## config.mk

```make
export PLATFORM = sky130hd
export DESIGN_NAME = pchr_regs
export DESIGN_NICKNAME = d
export VERILOG_FILES = /design/src/logic/pchr_pkg.sv /design/src/logic/pchr_sync.sv /design/src/logic/pchr_power_capture.sv /design/src/logic/pchr_regs.sv
export SDC_FILE = /design/constraint.sdc
export NUM_CORES = 1
export LEC_CHECK = 0
export BUFFER_PORTS_ARGS = -buffer_cell sky130_fd_sc_hd__buf_2
export CORE_MARGIN = 2
export CORE_UTILIZATION = 30
export DETAILED_ROUTE_END_ITERATION = 8
export PLACE_DENSITY_LB_ADDON = 0.2
export SLEW_MARGIN = 15
export SYNTH_ARGS = -nofsm -noshare
export SYNTH_HDL_FRONTEND = slang
export SYNTH_SLANG_ARGS = --single-unit
```

## constraint.sdc

```tcl
create_clock -name clk_sys -period 2.33 [get_ports clk_sys]
set_clock_uncertainty 0.15 [all_clocks]
set_input_delay 0.3495 -clock clk_sys [delete_from_list [all_inputs] [get_ports clk_sys]]
set_output_delay 0.3495 -clock clk_sys [all_outputs]
set_load 0.03 [all_outputs]
```

## src/logic/pchr_pkg.sv

```systemverilog
// Register map, field layout and reset values for the capability header bank
package pchr_pkg;
    // Register byte offsets
    localparam logic [7:0] ADDR_CAP_HEADER  = 8'h40;
    localparam logic [7:0] ADDR_DEV_CAPS    = 8'h44;
    localparam int         ADDR_W           = 8;
    localparam int         DATA_W           = 32;

    // Capability header fields
    localparam logic [7:0] CAP_ID_VALUE     = 8'h10;
    localparam logic [7:0] NEXT_PTR_RESET   = 8'hc0;
    localparam logic [3:0] VERSION_RESET    = 4'h1;
    localparam logic [3:0] PORT_TYPE_UP     = 4'h5;
    localparam logic [3:0] PORT_TYPE_DOWN   = 4'h6;
    localparam logic       SLOT_RESET       = 1'h0;
    localparam logic [4:0] VECTOR_NUM_VALUE = 5'h00;
    localparam logic       TC_ROUTE_RESET   = 1'h1;
    localparam int         HDR_CAP_ID_LSB   = 0;
    localparam int         HDR_NEXT_LSB     = 8;
    localparam int         HDR_VERSION_LSB  = 16;
    localparam int         HDR_TYPE_LSB     = 20;
    localparam int         HDR_SLOT_BIT     = 24;
    localparam int         HDR_VEC_LSB      = 25;
    localparam int         HDR_TCR_BIT      = 30;

    // Device capabilities fields
    localparam logic [2:0] MAX_PAYLOAD_RESET = 3'h1;
    localparam logic [1:0] PHANTOM_VALUE     = 2'h0;
    localparam logic       EXT_TAG_RESET     = 1'h1;
    localparam logic [2:0] LATENCY_VALUE     = 3'h0;
    localparam logic       PRESENCE_VALUE    = 1'h0;
    localparam logic       ROLE_ERR_VALUE    = 1'h1;
    localparam int         DC_PAYLOAD_LSB    = 0;
    localparam int         DC_PHANTOM_LSB    = 3;
    localparam int         DC_EXT_TAG_BIT    = 5;
    localparam int         DC_L0S_LSB        = 6;
    localparam int         DC_L1_LSB         = 9;
    localparam int         DC_ABTN_BIT       = 12;
    localparam int         DC_AIND_BIT       = 13;
    localparam int         DC_PIND_BIT       = 14;
    localparam int         DC_ROLE_BIT       = 15;
    localparam int         DC_PLV_LSB        = 18;
    localparam int         DC_PLS_LSB        = 26;
    localparam logic [7:0] PLV_RESET         = 8'h00;
    localparam logic [1:0] PLS_RESET         = 2'h0;

    // Bus answer states
    typedef enum logic [0:0] {
        PCHR_IDLE = 1'b0,
        PCHR_RESP = 1'b1
    } pchr_bus_e;
endpackage

```

## src/logic/pchr_sync.sv

```systemverilog
// Three-stage synchroniser with second/third agreement for pin-level inputs
`timescale 1ns/100ps
module pchr_sync #(
    parameter int WIDTH = 1
) (
    // Clock and reset
    input  wire logic             clk_sys,
    input  wire logic             resetn,
    // Raw and cleaned level
    input  wire logic [WIDTH-1:0] din,
    output logic      [WIDTH-1:0] dout
);
    typedef struct packed {
        logic [WIDTH-1:0] s1;
        logic [WIDTH-1:0] s2;
        logic [WIDTH-1:0] s3;
        logic [WIDTH-1:0] q;
    } pchr_sync_s;

    pchr_sync_s st_reg;
    pchr_sync_s st_next;

    // Shift; accept a bit only when stages two and three agree
    always_comb begin
        st_next    = st_reg;
        st_next.s1 = din;
        st_next.s2 = st_reg.s1;
        st_next.s3 = st_reg.s2;
        for (int i = 0; i < WIDTH; i++) begin
            if (st_reg.s2[i] == st_reg.s3[i]) begin
                st_next.q[i] = st_reg.s3[i];
            end
        end
    end

    always_ff @(posedge clk_sys or negedge resetn) begin
        if (!resetn) begin
            st_reg <= '0;
        end else begin
            st_reg <= st_next;
        end
    end

    assign dout = st_reg.q;
endmodule

```

## src/logic/pchr_power_capture.sv

```systemverilog
// Captures slot power limit value and scale from a received message strobe
`timescale 1ns/100ps
module pchr_power_capture (
    // Clock and reset
    input  wire logic       clk_sys,
    input  wire logic       resetn,
    // Port role
    input  wire logic       upstream,
    // Message from the link layer
    input  wire logic       msg_valid,
    input  wire logic [7:0] msg_value,
    input  wire logic [1:0] msg_scale,
    // Captured fields
    output logic      [7:0] limit_value,
    output logic      [1:0] limit_scale
);
    typedef struct packed {
        logic [7:0] value;
        logic [1:0] scale;
    } pchr_cap_s;

    pchr_cap_s st_reg;
    pchr_cap_s st_next;

    // Load only on the upstream port; downstream stays zero
    always_comb begin
        st_next = st_reg;
        if (!upstream) begin
            st_next.value = pchr_pkg::PLV_RESET;
            st_next.scale = pchr_pkg::PLS_RESET;
        end else if (msg_valid) begin
            st_next.value = msg_value;
            st_next.scale = msg_scale;
        end
    end

    always_ff @(posedge clk_sys or negedge resetn) begin
        if (!resetn) begin
            st_reg <= '0;
        end else begin
            st_reg <= st_next;
        end
    end

    assign limit_value = st_reg.value;
    assign limit_scale = st_reg.scale;
endmodule

```

## src/logic/pchr_regs.sv

```systemverilog
// Capability header and device capabilities registers on an Avalon-MM slave
`timescale 1ns/100ps
module pchr_regs (
    // Clock and reset
    input  wire logic        clk_sys,
    input  wire logic        resetn,
    // Avalon-MM slave
    input  wire logic [7:0]  avs_address,
    input  wire logic        avs_read,
    input  wire logic        avs_write,
    input  wire logic [31:0] avs_writedata,
    input  wire logic [3:0]  avs_byteenable,
    output logic      [31:0] avs_readdata,
    output logic             avs_waitrequest,
    output logic      [1:0]  avs_response,
    // Port strap and lock override pins
    input  wire logic        upstream_port_pin,
    input  wire logic        lock_override_pin,
    // Set slot power limit message from the link layer
    input  wire logic        msg_valid,
    input  wire logic [7:0]  msg_value,
    input  wire logic [1:0]  msg_scale,
    // Captured power limit as seen by the rest of the port
    output logic      [7:0]  power_limit_value,
    output logic      [1:0]  power_limit_scale
);
    typedef struct packed {
        pchr_pkg::pchr_bus_e bus;
        logic                waitreq;
        logic [31:0]         rdata;
        logic [1:0]          resp;
        logic [7:0]          next_ptr;
        logic [3:0]          version;
        logic                slot;
        logic                tc_route;
        logic [2:0]          max_payload;
        logic                ext_tag;
        logic [7:0]          plv_out;
        logic [1:0]          pls_out;
    } pchr_regs_s;

    pchr_regs_s st_reg;
    pchr_regs_s st_next;

    logic [1:0]  pins_sync;
    logic        upstream;
    logic        unlocked;
    logic [7:0]  cap_value;
    logic [1:0]  cap_scale;
    logic [31:0] hdr_word;
    logic [31:0] dcap_word;
    logic [31:0] wmask;

    // Both pins come from outside, so they pass the three-stage filter
    pchr_sync #(
        .WIDTH (2)
    ) u_sync (
        .clk_sys (clk_sys),
        .resetn  (resetn),
        .din     ({upstream_port_pin, lock_override_pin}),
        .dout    (pins_sync)
    );
    assign upstream = pins_sync[1];
    assign unlocked = pins_sync[0];

    // Message payload is on clk_sys already, no synchroniser needed
    pchr_power_capture u_cap (
        .clk_sys     (clk_sys),
        .resetn      (resetn),
        .upstream    (upstream),
        .msg_valid   (msg_valid),
        .msg_value   (msg_value),
        .msg_scale   (msg_scale),
        .limit_value (cap_value),
        .limit_scale (cap_scale)
    );

    // Byte-lane mask for writes
    always_comb begin
        for (int b = 0; b < 4; b++) begin
            wmask[b*8 +: 8] = {8{avs_byteenable[b]}};
        end
    end

    // Assemble the header word; bit 31 left zero
    always_comb begin
        hdr_word = '0;
        hdr_word[pchr_pkg::HDR_CAP_ID_LSB +: 8] = pchr_pkg::CAP_ID_VALUE;
        hdr_word[pchr_pkg::HDR_NEXT_LSB +: 8]  = st_reg.next_ptr;
        hdr_word[pchr_pkg::HDR_VERSION_LSB +: 4] = st_reg.version;
        hdr_word[pchr_pkg::HDR_TYPE_LSB +: 4]  = upstream ? pchr_pkg::PORT_TYPE_UP
                                                          : pchr_pkg::PORT_TYPE_DOWN;
        hdr_word[pchr_pkg::HDR_SLOT_BIT]       = st_reg.slot;
        hdr_word[pchr_pkg::HDR_VEC_LSB +: 5]   = pchr_pkg::VECTOR_NUM_VALUE;
        hdr_word[pchr_pkg::HDR_TCR_BIT]        = st_reg.tc_route;
    end

    // Assemble device capabilities; 17:16 and 31:28 left zero
    always_comb begin
        dcap_word = '0;
        dcap_word[pchr_pkg::DC_PAYLOAD_LSB +: 3] = st_reg.max_payload;
        dcap_word[pchr_pkg::DC_PHANTOM_LSB +: 2] = pchr_pkg::PHANTOM_VALUE;
        dcap_word[pchr_pkg::DC_EXT_TAG_BIT]      = st_reg.ext_tag;
        dcap_word[pchr_pkg::DC_L0S_LSB +: 3]     = pchr_pkg::LATENCY_VALUE;
        dcap_word[pchr_pkg::DC_L1_LSB +: 3]      = pchr_pkg::LATENCY_VALUE;
        dcap_word[pchr_pkg::DC_ABTN_BIT]         = pchr_pkg::PRESENCE_VALUE;
        dcap_word[pchr_pkg::DC_AIND_BIT]         = pchr_pkg::PRESENCE_VALUE;
        dcap_word[pchr_pkg::DC_PIND_BIT]         = pchr_pkg::PRESENCE_VALUE;
        dcap_word[pchr_pkg::DC_ROLE_BIT]         = pchr_pkg::ROLE_ERR_VALUE;
        dcap_word[pchr_pkg::DC_PLV_LSB +: 8]     = cap_value;
        dcap_word[pchr_pkg::DC_PLS_LSB +: 2]     = cap_scale;
    end

    // Bus state machine: one wait cycle, then answer with readdata
    always_comb begin
        logic [31:0] mh;
        logic [31:0] md;
        mh      = (hdr_word & ~wmask) | (avs_writedata & wmask);
        md      = (dcap_word & ~wmask) | (avs_writedata & wmask);
        st_next = st_reg;
        st_next.plv_out = cap_value;
        st_next.pls_out = cap_scale;
        unique case (st_reg.bus)
            pchr_pkg::PCHR_IDLE: begin
                if (avs_read || avs_write) begin
                    st_next.bus   = pchr_pkg::PCHR_RESP;
                    st_next.rdata = '0;
                    st_next.resp  = 2'h0;
                    if (avs_address == pchr_pkg::ADDR_CAP_HEADER) begin
                        if (avs_read) begin
                            st_next.rdata = hdr_word;
                        end else if (unlocked) begin
                            st_next.next_ptr = mh[pchr_pkg::HDR_NEXT_LSB +: 8];
                            st_next.version  = mh[pchr_pkg::HDR_VERSION_LSB +: 4];
                            st_next.slot     = mh[pchr_pkg::HDR_SLOT_BIT];
                            st_next.tc_route = mh[pchr_pkg::HDR_TCR_BIT];
                        end
                    end else if (avs_address == pchr_pkg::ADDR_DEV_CAPS) begin
                        if (avs_read) begin
                            st_next.rdata = dcap_word;
                        end else if (unlocked) begin
                            st_next.max_payload = md[pchr_pkg::DC_PAYLOAD_LSB +: 3];
                            st_next.ext_tag     = md[pchr_pkg::DC_EXT_TAG_BIT];
                        end
                    end else begin
                        // Unmapped: reads zero, answers decode error
                        st_next.resp = 2'h3;
                    end
                end
            end
            pchr_pkg::PCHR_RESP: begin
                st_next.bus = pchr_pkg::PCHR_IDLE;
            end
        endcase
        // Kept as its own flop so the bus sees no decode glitch on waitrequest
        st_next.waitreq = (st_next.bus == pchr_pkg::PCHR_IDLE);
    end

    // Register the whole state; lockable fields take their defaults here
    always_ff @(posedge clk_sys or negedge resetn) begin
        if (!resetn) begin
            st_reg             <= '0;
            st_reg.bus         <= pchr_pkg::PCHR_IDLE;
            st_reg.waitreq     <= 1'b1;
            st_reg.next_ptr    <= pchr_pkg::NEXT_PTR_RESET;
            st_reg.version     <= pchr_pkg::VERSION_RESET;
            st_reg.slot        <= pchr_pkg::SLOT_RESET;
            st_reg.tc_route    <= pchr_pkg::TC_ROUTE_RESET;
            st_reg.max_payload <= pchr_pkg::MAX_PAYLOAD_RESET;
            st_reg.ext_tag     <= pchr_pkg::EXT_TAG_RESET;
        end else begin
            st_reg <= st_next;
        end
    end

    // Waitrequest drops only in the answer cycle, so a request is held
    // while the access is decoded; that costs one cycle per access.
    assign avs_waitrequest   = st_reg.waitreq;
    assign avs_readdata      = st_reg.rdata;
    assign avs_response      = st_reg.resp;
    assign power_limit_value = st_reg.plv_out;
    assign power_limit_scale = st_reg.pls_out;
endmodule

```

# Word-level counts from Yosys, hierarchy flattened
# Index checks and enable logic that the tools add are counted.
[totals]
latchBits = 0
rom_bits = 0
regBits = 82
memories = 0
output_inout_bits = 45
input_bits = 61
ram_bits = 0
[classes]
magnitude_cmp = 0
n_mux = 11
reduce_logical = 4
n_addsub = 0
shifts = 0
div_mod_pow = 0
n_mul = 0
bitwise = 10
eq_ne = 5
[ops]
columns = ["op", "count"]
rows = [
  ["$and 31x31->31", 2],
  ["$mux 28", 2],
  ["$mux 32", 1],
  ["$mux 31", 1],
  ["$not 31->31", 1],
  ["$or 31x31->31", 1],
  ["$mux 10", 2],
  ["$eq 8x7->1 const B", 2],
  ["$and 6x6->6", 1],
  ["$mux 2", 3],
  ["$or 6x6->6", 1],
  ["$reduce_and 6->1", 1],
  ["$reduce_and 5->1", 1],
  ["$not 1->1", 4],
  ["$eq 1x1->1", 2],
  ["$ne 2x2->1 const B", 1],
  ["$pmux 1 s2", 1],
  ["$reduce_and 2->1", 1],
  ["$logic_or 1x1->1", 1],
  ["$mux 1", 1],
]

# Logic depth before layout (Yosys ltp)
# Gate-level depths: netlist of run 1.
[logic_depth]
depth_word = 4
depth_mapped = 5

# By module
# From an unflattened synthesis of run 1, not the netlist that was laid out.
[hier_totals]
cells_unflattened = 232
hier_area_um2 = 3140.5
[by_module_without_submodules]
columns = ["module", "cells_per_inst", "area_per_inst_um2", "n_inst"]
rows = [
  ["pchr_regs", 189, 2478.6, 1],
  ["pchr_power_capture", 31, 424.2, 1],
  ["pchr_sync", 12, 237.7, 1],
]

# Worst setup path before layout of run 1
# No wires, ideal clock.
[synth_path]
path_kind = "input to register"
start = "input port avs_address[7]"
end = "register with a tool-made name"
path_slack_ps = 235
path_buffers = 1
stages = 4
arrival_ps = 1821
setup_ps = 125
path_cell_list = "or4b_1 > buf_4 > nor4_4 > mux2_2"
[synth_lines]
columns = ["item", "line_no", "source"]
rows = [
  ["from (decl)", "pchr_regs.sv:8", "input wire logic [7:0] avs_address,"],
]

==> results of run 1 <==
## cell usage in the layout (no fill, tap or decap), drive strengths merged, types with 4 or more instances in the layout
cell     n
nand2b   4
bufinv   4
clkbuf  12
conb     6
mux2i   10
a22o    17
mux2    22
nor2b   10
dfstp    7
dfrtp   68
buf     96
nor4     5
a32o     8
## layout make-up
type / count / area, sq um
fill: 1007 / 6452
sequential: 75 / 1886
multi-input combinational: 99 / 890.9
timing repair buffer: 99 / 553.0
tap: 136 / 170.2
clock buffer: 12 / 155.1
clock inverter: 4 / 120.1
inverter: 1 / 3.754
## metrics by stage
| step | setup slack, ns | hold slack (ns) |
|---|---|---|
| after floorplan | 0.2346 | -0.09609 |
| after global placement | 0.09728 | 0.1660 |
| after detailed placement | 0.09301 | 0.1718 |
| after CTS | 0.2351 | 0.05778 |
| after global routing | 0.1580 | 0.06869 |
| final | 0.2391 | 0.07922 |
## kinds of logic after synthesis
group / after synthesis
AO/OA/AOI/OAI: 30
other: 1
multiplexers: 32
buffers and inverters: 56
adder cells (fa/ha/maj): 2
flip-flops: 75
AND/OR/NAND/NOR: 29
## worst paths after layout
kind	slack, ns	start	to	depth (start not counted)
max	0.24	st_reg[63]	flip-flop	3
min	0.08	avs_writedata[13]	flip-flop	2
max reg2reg	0.24	st_reg[63]	flip-flop	3
min reg2reg	0.21	u_sync.st_next[4]	u_sync.st_next[2]	0
max in group asynchronous	1.05	resetn	async pin	3
min in group asynchronous	0.32	resetn	u_sync.st_next[5]	2
## layer usage
layer,global-route usage,routed length [microns],share of wire
met5,0,0,0
met3,0.03863,296,0.047
met2,0.1841,2937,0.47
met1,0.1613,2928,0.47
met4,0.05357,117,0.019
## worst register-to-register path: cells and delay by family, from the launching register on
kind | cells | cell delay [ns]
DFF | 1 | 0.39
and+or+nand+nor | 2 | 1.04
muxes | 1 | 0.38
## power by group through the flow
stage | sequential (mW) | combinational [mW] | clock [mW]
after floorplan | 1.39 | 0.172 | 0
after global placement | 1.40 | 0.254 | 0
after detailed placement | 1.40 | 0.255 | 0
after CTS | 1.38 | 0.259 | 1.39
after global routing | 1.38 | 0.279 | 1.45
final | 1.37 | 0.253 | 1.34
==> results by group, run 1 <==
Timing
  • Fmax: 478.3 MHz
  • Final Hold Vio Count: 0
  • Final number of max-transition violations: 0
  • # setup viols final: 0
  • Minimum clock period: 2.091 ns
  • Fin crit share: 0.8974
  • Fin Setup TNS: 0 ns
  • RSZ-0062 raised after global routing: false

Clock network
  • Clk buf depth: 2
  • Skew-Pair Late Insertion Delay: 0.34 ns
  • CTS tree: built
  • TritonCTS buffer count: 9
  • Reg clk slew, reported paths: 0.08 ns
  • Post CTS Setup Buffer Count: 0
  • Clock Root Buffer: clkbuf_8
  • H-tree depth: 3
  • PostCTS Resize Cnt: 0
  • Hold-fix buffers, CTS: 3
  • CTS sink count: 75

Routing
  • Drt first-iter violations: 61
  • Drt first pass iters: 4
  • Avg Vias per Cell: 4.343
  • WL/cell: 14.74 microns
  • Post-DRT Antenna Nets: 0
  • Via count: 1850
  • Residual DRC count: 0
  • WL final: 6.280 mm

Placement
  • Area after DPL: 3473 sq um
  • Gpl congestion: 0.6791
  • I/O Buffers: 85
  • Detailed placement HPWL: 4.444 mm
  • Placed Cells: 407

Synth
  • Post-synth EDFFs: 0
  • Multiplexer share of the synthesized area: 0.1109
  • Register bit total from synthesis: 75
  • Post-Synthesis Cell Area: 3137 sq um
  • Post-Syn Instances: 225
  • Main flop type after synthesis: dfrtp_1
  • Async set or reset register ratio after synthesis: 1.000
  • Synth top area share: 0.5425
  • Most frequent cells after synthesis: dfrtp_1, buf_4, mux2_2
  • Largest family of logic cells by synthesized area: buffers and inverters
  • Syn Area/Cell: 13.94 sq um
  • Most frequent cell after synthesis: dfrtp_1
  • Adder-cell area share of the yosys netlist: 0.006382
  • Post-synthesis sequential area ratio: 0.6011
  • Xor/xnor share of the synthesized area: 0
  • Synth Area in Simple Gates: 0.07379
  • Post-synthesis compound-gate area fraction: 0.08257
  • Yosys synthesis warning count: 0
  • Synth cell types: 27
  • Cell taking the most area after synthesis: dfrtp_1
  • Top post-synthesis cells by area: dfrtp_1, buf_4, mux2_2

GRT
  • Tot GR Track Use: 0.1222
  • Grt ovf: 0
  • Vias in the first global route: 1935
  • Largest net degree at the start of global routing: 46
  • Initial antenna violation count: 0
  • First-pass GRT wire length: 10.19 mm

Critical path
  • CP Class: reg2reg
  • CP bufs+invs: 0
  • Delay-heaviest family, CP: simple AND/OR/NAND/NOR gates
  • Worst EP arrival: 2.16 ns
  • CP max-delay cell: or4bb_4
  • Critical path, cell by cell: or4bb_4 -> nor4_4 -> mux2_2
  • CP Capture Type: flip-flop
  • Startpoint Class: flip-flop
  • Worst endpoint required time: 2.40 ns
  • Crit-path max FO: 4
  • Slowest stage delay, CP: 0.59 ns

Power and ir drop
  • Power Dens Cells: 786.1 nW/um^2
  • Psw: 0.6516 mW
  • Pleak: 1.954 nW
  • Reg power frac: 0.463
  • Internal power: 2.319 mW
  • Gate power share: 0.085
  • Tot Pwr: 2.970 mW
  • Worst vdd ir: 0.3104 mV
  • Sw Share: 0.2194
  • Clock share of power: 0.452

Layout
  • Fin area: 3779 sq um
  • Layout cells sized above 1: 0.5069
  • Core Util, Final: 0.3693
  • Ant. Diodes: 0
  • Area delta synth->final: 20.46%
  • Nets: 346
  • Post-Layout Cell Count: 426

Floorplan
  • Die Wd: 106.3 microns
  • Row cnt: 37
  • Chip Height: 106.3 microns
  • Die Area: 11290 sq um
  • Top Ports: 106
  • Core ar.: 10230 sq um
  • Initial core utilization: 0.3066

Min path
  • Worst min path class: in2reg

Run
  • Maxcap violations: 0

Run status
  • Outcome: completed
No activity file was read; power rests on OpenSTA's default activity.
==> run 2, diff against run 1 <==
--- a/config.mk
+++ b/config.mk
@@ -10,6 +10,7 @@
 export CORE_UTILIZATION = 30
 export DETAILED_ROUTE_END_ITERATION = 8
 export PLACE_DENSITY_LB_ADDON = 0.2
+export RECOVER_POWER = 50
 export SLEW_MARGIN = 15
 export SYNTH_ARGS = -nofsm -noshare
 export SYNTH_HDL_FRONTEND = slang
==> results by group, run 2 (synthesis gave the netlist of run 1 again) <==
Layout
  • Nets: 346 (unchanged)
  • Commonest non-fill, non-tap cell in the layout: buf_2
  • Commonest non-fill, non-tap cells in the layout: buf_2, dfrtp_1, mux2_2, a22o_1, clkbuf_8
  • Area delta synth->final: 19.74%
  • Core Util, Final: 0.3671 (-0.002202)
  • Ant. Diodes: 0 (unchanged)
  • Multi-input gate area: 890.9 sq um (unchanged)
  • Layout cells sized above 1: 0.5000 (-0.006897)
  • Register area: 1886 sq um (unchanged)
  • Fill cells: 1010 (+0.30%)

Critical path
  • CP max-delay cell: or4bb_4
  • Startpoint Class: flip-flop
  • Reg2Reg Depth: 3 (unchanged)
  • Critical Path Start: st_reg[63]
  • Reg-to-Reg Start: st_reg[63]
  • CP bufs+invs: 0 (unchanged)
  • CP Capture Type: flip-flop
  • CP Class: reg2reg
  • Crit-path max FO: 4 (unchanged)
  • WP depth: 3 (unchanged)
  • Worst endpoint required time: 2.40 ns (about the same)
  • Critical path, cell by cell: or4bb_4 -> nor4_4 -> mux2_2
  • Worst EP arrival: 2.16 ns (about the same)
  • Slowest stage delay, CP: 0.59 ns (about the same)
  • Reg-to-reg setup timing slack: 0.24 ns (about the same)
  • Delay-heaviest family, CP: simple AND/OR/NAND/NOR gates

Clock network
  • Clock Root Buffer: clkbuf_8
  • Skew-Pair Late Insertion Delay: 0.34 ns (about the same)
  • TritonCTS buffer count: 9 (unchanged)
  • Reg clk slew, reported paths: 0.08 ns (about the same)
  • Clk buf depth: 2 (unchanged)
  • CTS tree: built
  • H-tree depth: 3 (unchanged)
  • Post CTS Setup Buffer Count: 0 (unchanged)
  • CTS sink count: 75 (unchanged)

Timing
  • Fin Setup TNS: 0 ns (unchanged)
  • Final Hold Vio Count: 0 (unchanged)
  • Fmax: 478.3 MHz (unchanged)
  • Fin crit share: 0.8974 (unchanged)
  • # setup viols final: 0 (unchanged)
  • Minimum clock period: 2.091 ns (unchanged)
  • Worst-margin pin slew: 0.9217 ns
  • RSZ-0062 raised after global routing: false
  • Slew HR: 0.3855
  • Final number of max-transition violations: 0 (unchanged)

Run
  • Maxcap violations: 0 (unchanged)

Run status
  • Outcome: completed

Routing
  • Drt first pass iters: 4 (unchanged)
  • Drt first-iter violations: 60 (-1.6%)
  • WL/cell: 14.75 microns (about the same)
  • WL final: 6.284 mm (about the same)
  • Avg Vias per Cell: 4.343 (unchanged)
  • Post-DRT Antenna Nets: 0 (unchanged)
  • Residual DRC count: 0 (unchanged)
  • Via count: 1850 (unchanged)

Floorplan
  • Die Area: 11290 sq um (unchanged)
  • Core ar.: 10230 sq um (unchanged)
  • Row cnt: 37 (unchanged)
  • Die Wd: 106.3 microns (unchanged)
  • Chip Height: 106.3 microns (unchanged)
  • Top Ports: 106 (unchanged)
  • Initial core utilization: 0.3066 (unchanged)

GRT
  • Tot GR Track Use: 0.1222 (unchanged)
  • First-pass GRT wire length: 10.19 mm (unchanged)
  • Largest net degree at the start of global routing: 46 (unchanged)
  • Vias in the first global route: 1935 (unchanged)
  • Grt ovf: 0 (unchanged)
  • Initial antenna violation count: 0 (unchanged)

Power and ir drop
  • Pleak: 1.942 nW (-0.64%)
  • Worst vdd ir: 0.3103 mV (about the same)
  • Power Dens Cells: 789.0 nW/um^2 (+0.37%)

Placement
  • I/O Buffers: 85 (unchanged)
  • Detailed placement HPWL: 4.444 mm (unchanged)
  • Gpl congestion: 0.6791 (unchanged)

Min path
  • Worst min path class: in2reg
run 2: worst min path at each step:
| stage | endpoint | slack, ns | startpoint | cells past startpoint |
|---|---|---|---|---|
| after CTS | flip-flop | 0.06 | avs_writedata[13] | 2 |
| after detailed placement | power_limit_value[2] | 0.17 | resetn | 1 |
| after global routing | flip-flop | 0.07 | avs_writedata[17] | 2 |
| after floorplan | async pin | -0.1 | resetn | 0 |
| after global placement | u_sync.st_next[5] | 0.17 | resetn | 1 |
| final | flip-flop | 0.08 | avs_writedata[13] | 2 |
run 2: stage by stage:
| stage | std cells | instance area [sq um] | setup WS (ns) | power, mW | hold WS [ns] |
|---|---|---|---|---|---|
| finish | 426 | 3756 | 0.2391 | 2.964 | 0.07859 |
| global route | 426 | 3756 | 0.08672 | 3.101 | 0.06869 |
| CTS | 426 | 3779 | 0.2351 | 3.021 | 0.05778 |
| detailed placement | 407 | 3473 | 0.09301 | 1.655 | 0.1718 |
| global placement | 407 | 3473 | 0.09728 | 1.653 | 0.1660 |
| floorplan | 230 | 3156 | 0.2346 | 1.566 | -0.09609 |
run 2: power breakdown:
part	switching (mW)	internal [mW]	total [mW]
Combinational	0.160	0.0853	0.246
Clock	0.464	0.880	1.34
Sequential	0.0271	1.35	1.37
Total	0.651	2.31	2.96
run 2: area by class of cell:
type,count,area share
Tap cell,136,0.04530
Clock inverter,4,0.03198
Clock buffer,12,0.04131
Multi-Input combinational cell,99,0.2372
Inverter,1,0.0009993
Timing Repair Buffer,99,0.1412
Sequential cell,75,0.5020
run 2: what timing repair did:
item                                   CTS  global route
hold buffers                             3             0
setup endpoints to repair                0             0
resized for setup                        0             0
endpoints found under the hold margin   29             0
run 2: per-layer routing:
layer	share of wire	track usage
met5	0	0
met4	0.019	0.05357
met3	0.047	0.03863
met2	0.47	0.1841
met1	0.47	0.1613
==> run 3, diff against run 2 <==
--- a/config.mk
+++ b/config.mk
@@ -5,9 +5,10 @@
 export SDC_FILE = /design/constraint.sdc
 export NUM_CORES = 1
 export LEC_CHECK = 0
+export ABC_AREA = 1
 export BUFFER_PORTS_ARGS = -buffer_cell sky130_fd_sc_hd__buf_2
 export CORE_MARGIN = 2
-export CORE_UTILIZATION = 30
+export CORE_UTILIZATION = 51
 export DETAILED_ROUTE_END_ITERATION = 8
 export PLACE_DENSITY_LB_ADDON = 0.2
 export RECOVER_POWER = 50
==> results by group, run 3 <==
Timing
  • Fmax: 622.8 MHz (+30%)
  • # setup viols final: 0 (unchanged)
  • Fin Setup TNS: 0 ns (unchanged)
  • Worst-margin pin slew: 0.8752 ns (-0.04643 ns)
  • Minimum clock period: 1.606 ns (-0.4853 ns)
  • Fin crit share: 0.6891 (-0.2083)
  • Final number of max-transition violations: 0 (unchanged)
  • Slew HR: 0.4165 (+0.03095)
  • Hold_ws: 0.06035 ns (-0.01824 ns)
  • RSZ-0062 raised after global routing: false
  • Final Hold Vio Count: 0 (unchanged)

Placement
  • I/O Buffers: 85 (unchanged)
  • Placed Cells: 496 (+22%)
  • Detailed placement HPWL: 4.368 mm (-1.7%)
  • Gpl congestion: 0.7514 (+11%)

Power and ir drop
  • Pleak: 2.290 nW (+18%)
  • Worst vdd ir: 0.4424 mV (+43%)
  • Power Dens Cells: 725.6 nW/um^2 (-8.0%)

GRT
  • Vias in the first global route: 2303 (+19%)
  • Grt ovf: 0 (unchanged)
  • First-pass GRT wire length: 10.06 mm (-1.3%)
  • Initial antenna violation count: 0 (unchanged)
  • Tot GR Track Use: 0.1765 (+0.05429)
  • Largest net degree at the start of global routing: 41 (-11%)

Layout
  • Ant. Diodes: 0 (unchanged)
  • Commonest non-fill, non-tap cells in the layout: nand2_1, buf_2, dfrtp_1, nand3_1, inv_1
  • Area delta synth->final: 13.54%
  • Commonest non-fill, non-tap cell in the layout: nand2_1
  • Post-Layout Cell Count: 514 (+21%)
  • Nets: 494 (+43%)
  • Layout cells sized above 1: 0.2838 (-0.2162)

Run status
  • Outcome: completed

Clock network
  • H-tree depth: 3 (unchanged)
  • Skew-Pair Late Insertion Delay: 0.33 ns (about the same)
  • CTS tree: built
  • CTS sink count: 75 (unchanged)
  • Clk buf depth: 2 (unchanged)
  • Clock Root Buffer: clkbuf_8
  • TritonCTS buffer count: 9 (unchanged)
  • Reg clk slew, reported paths: 0.07 ns (about the same)
  • PostCTS Resize Cnt: 0 (unchanged)

Synth
  • Post-synthesis sequential area ratio: 0.5592 (-0.04193)
  • Syn Area/Cell: 8.921 sq um (-36%)
  • Top post-synthesis cells by area: dfrtp_1, nand2_1, buf_4
  • Post-Syn Instances: 378 (+68%)
  • Most frequent cell after synthesis: nand2_1
  • Yosys synthesis warning count: 0 (unchanged)
  • Synth top area share: 0.5046 (-0.03784)
  • Synth cell types: 23 (-15%)
  • Async set or reset register ratio after synthesis: 1.000 (unchanged)
  • Cell taking the most area after synthesis: dfrtp_1
  • Main flop type after synthesis: dfrtp_1
  • Register bit total from synthesis: 75 (unchanged)
  • Most frequent cells after synthesis: nand2_1, dfrtp_1, buf_4
  • Post-Synthesis Cell Area: 3372 sq um (+7.5%)
  • Post-synth EDFFs: 0 (unchanged)

Critical path
  • Reg-to-reg setup timing slack: 0.87 ns (+0.63 ns)
  • Worst EP arrival: 1.91 ns (-0.25 ns)
  • Startpoint Class: primary input
  • CP bufs+invs: 3 (+3)
  • Worst endpoint required time: 2.63 ns (+0.23 ns)
  • Delay-heaviest family, CP: buffers and inverters
  • Critical path, cell by cell: dlygate4sd3_1 -> clkbuf_2 -> buf_12
  • Crit-path max FO: 40 (+36)
  • CP Capture Type: async pin
  • Slowest stage delay, CP: 0.67 ns (+0.08 ns)
  • Reg-to-Reg Start: st_reg[63]
  • CP max-delay cell: clkbuf_2
  • CP Class: in2async
  • Reg2Reg Depth: 6 (+3)

Routing
  • Drt first pass iters: 5 (+1)
  • Via count: 2380 (+29%)
  • Post-DRT Antenna Nets: 0 (unchanged)
  • Drt first-iter violations: 75 (+25%)
  • Avg Vias per Cell: 4.630 (+6.6%)
  • WL/cell: 11.86 microns (-20%)
  • WL final: 6.098 mm (-3.0%)
  • Residual DRC count: 0 (unchanged)

Floorplan
  • Row cnt: 29 (-22%)
  • Die Area: 7278 sq um (-36%)
  • Initial core utilization: 0.5280 (+0.2214)
  • Top Ports: 106 (unchanged)
  • Core ar.: 6386 sq um (-38%)
  • Chip Height: 85.31 microns (-20%)
  • Die Wd: 85.31 microns (-20%)

Run
  • Maxcap violations: 0 (unchanged)

Min path
  • Min-delay src: avs_writedata[16]
  • Worst min path class: in2reg
  • Hold depth: 3 (+1)
-- run 3: changes by cell type after synthesis, sizes merged, moves of 5 or more --
cell / delta
a22o: -17
a32o: -8
clkbuf: -6
inv: +19
mux2: -22
mux2i: -10
nand2: +171
nand3: +23
nand3b: +5
nor2: +18
nor2b: -10
nor4: -5
-- run 3: kinds of logic (layout without fill, tap and decap cells) --
family	after synthesis	after routing	synth area share
simple gates	223	223	0.2898
flops	75	75	0.5592
buf+inv	74	128	0.1362
compound gates	3	3	0.007794
fa+ha+maj	2	2	0.005937
other cells	1	6	0.001112
-- run 3: tightest hold or removal path, cell delays in order --
cell     delay (ns)
buf_2          0.09
nand2_1        0.05
nand2_1        0.05
-- run 3: layer usage --
metal | share of wire | track usage | up-vias
met1 | 0.45 | 0.2291 | 1098
met4 | 0.017 | 0.08081 | 0
met5 | 0 | 0 | -
li1 | - | - | 1213
met3 | 0.050 | 0.03696 | 8
met2 | 0.48 | 0.2855 | 61
-- run 3: per-stage QoR --
stage,utilization,setup slack (ns),power (mW),cell area [sq um]
2_1_floorplan,-,1.009,1.578,3391
3_3_place_gp,0.5592,0.5860,1.649,3571
3_5_place_dp,0.5592,0.5722,1.654,3571
4_1_cts,0.5999,0.7879,2.808,3831
5_1_grt,0.5995,0.5429,2.887,3829
6_report,0.5995,0.7244,2.778,3829
-- run 3: timing repair --
item | in CTS | in global routing
setup buffers | 0 | 0
endpoints found under the hold margin | 34 | 0
hold buffers | 3 | 0
-- run 3: final cells by class --
| cell class | instances | area (sq um) |
|---|---|---|
| sequential | 75 | 1886 |
| clock buffer | 10 | 127.6 |
| multi-input combinational | 234 | 1046 |
| clock inverter | 5 | 102.6 |
| fill | 565 | 2557 |
| inverter | 23 | 87.58 |
| timing repair buffer | 90 | 483.0 |
| tap | 77 | 96.34 |
-- run 3: how the worst max path moves through the flow --
stage                         start               to  slack (ns)  cells past startpoint
floorplan            avs_address[7]        flip-flop        1.01                      8
global route                 resetn        async pin        0.54                      3
finish                       resetn        async pin        0.72                      3
CTS                 avs_waitrequest  avs_waitrequest        0.79                      1
global placement           avs_read  avs_response[0]        0.59                      5
detailed placement         avs_read  avs_response[0]        0.57                      5
-- run 3: power by group --
part | leakage, nW | total, mW | switching (mW) | internal [mW]
Combinational | 1.19 | 0.247 | 0.171 | 0.0764
Sequential | 0.985 | 1.38 | 0.0319 | 1.35
Clock | 0.112 | 1.15 | 0.446 | 0.704
Total | 2.29 | 2.78 | 0.649 | 2.13
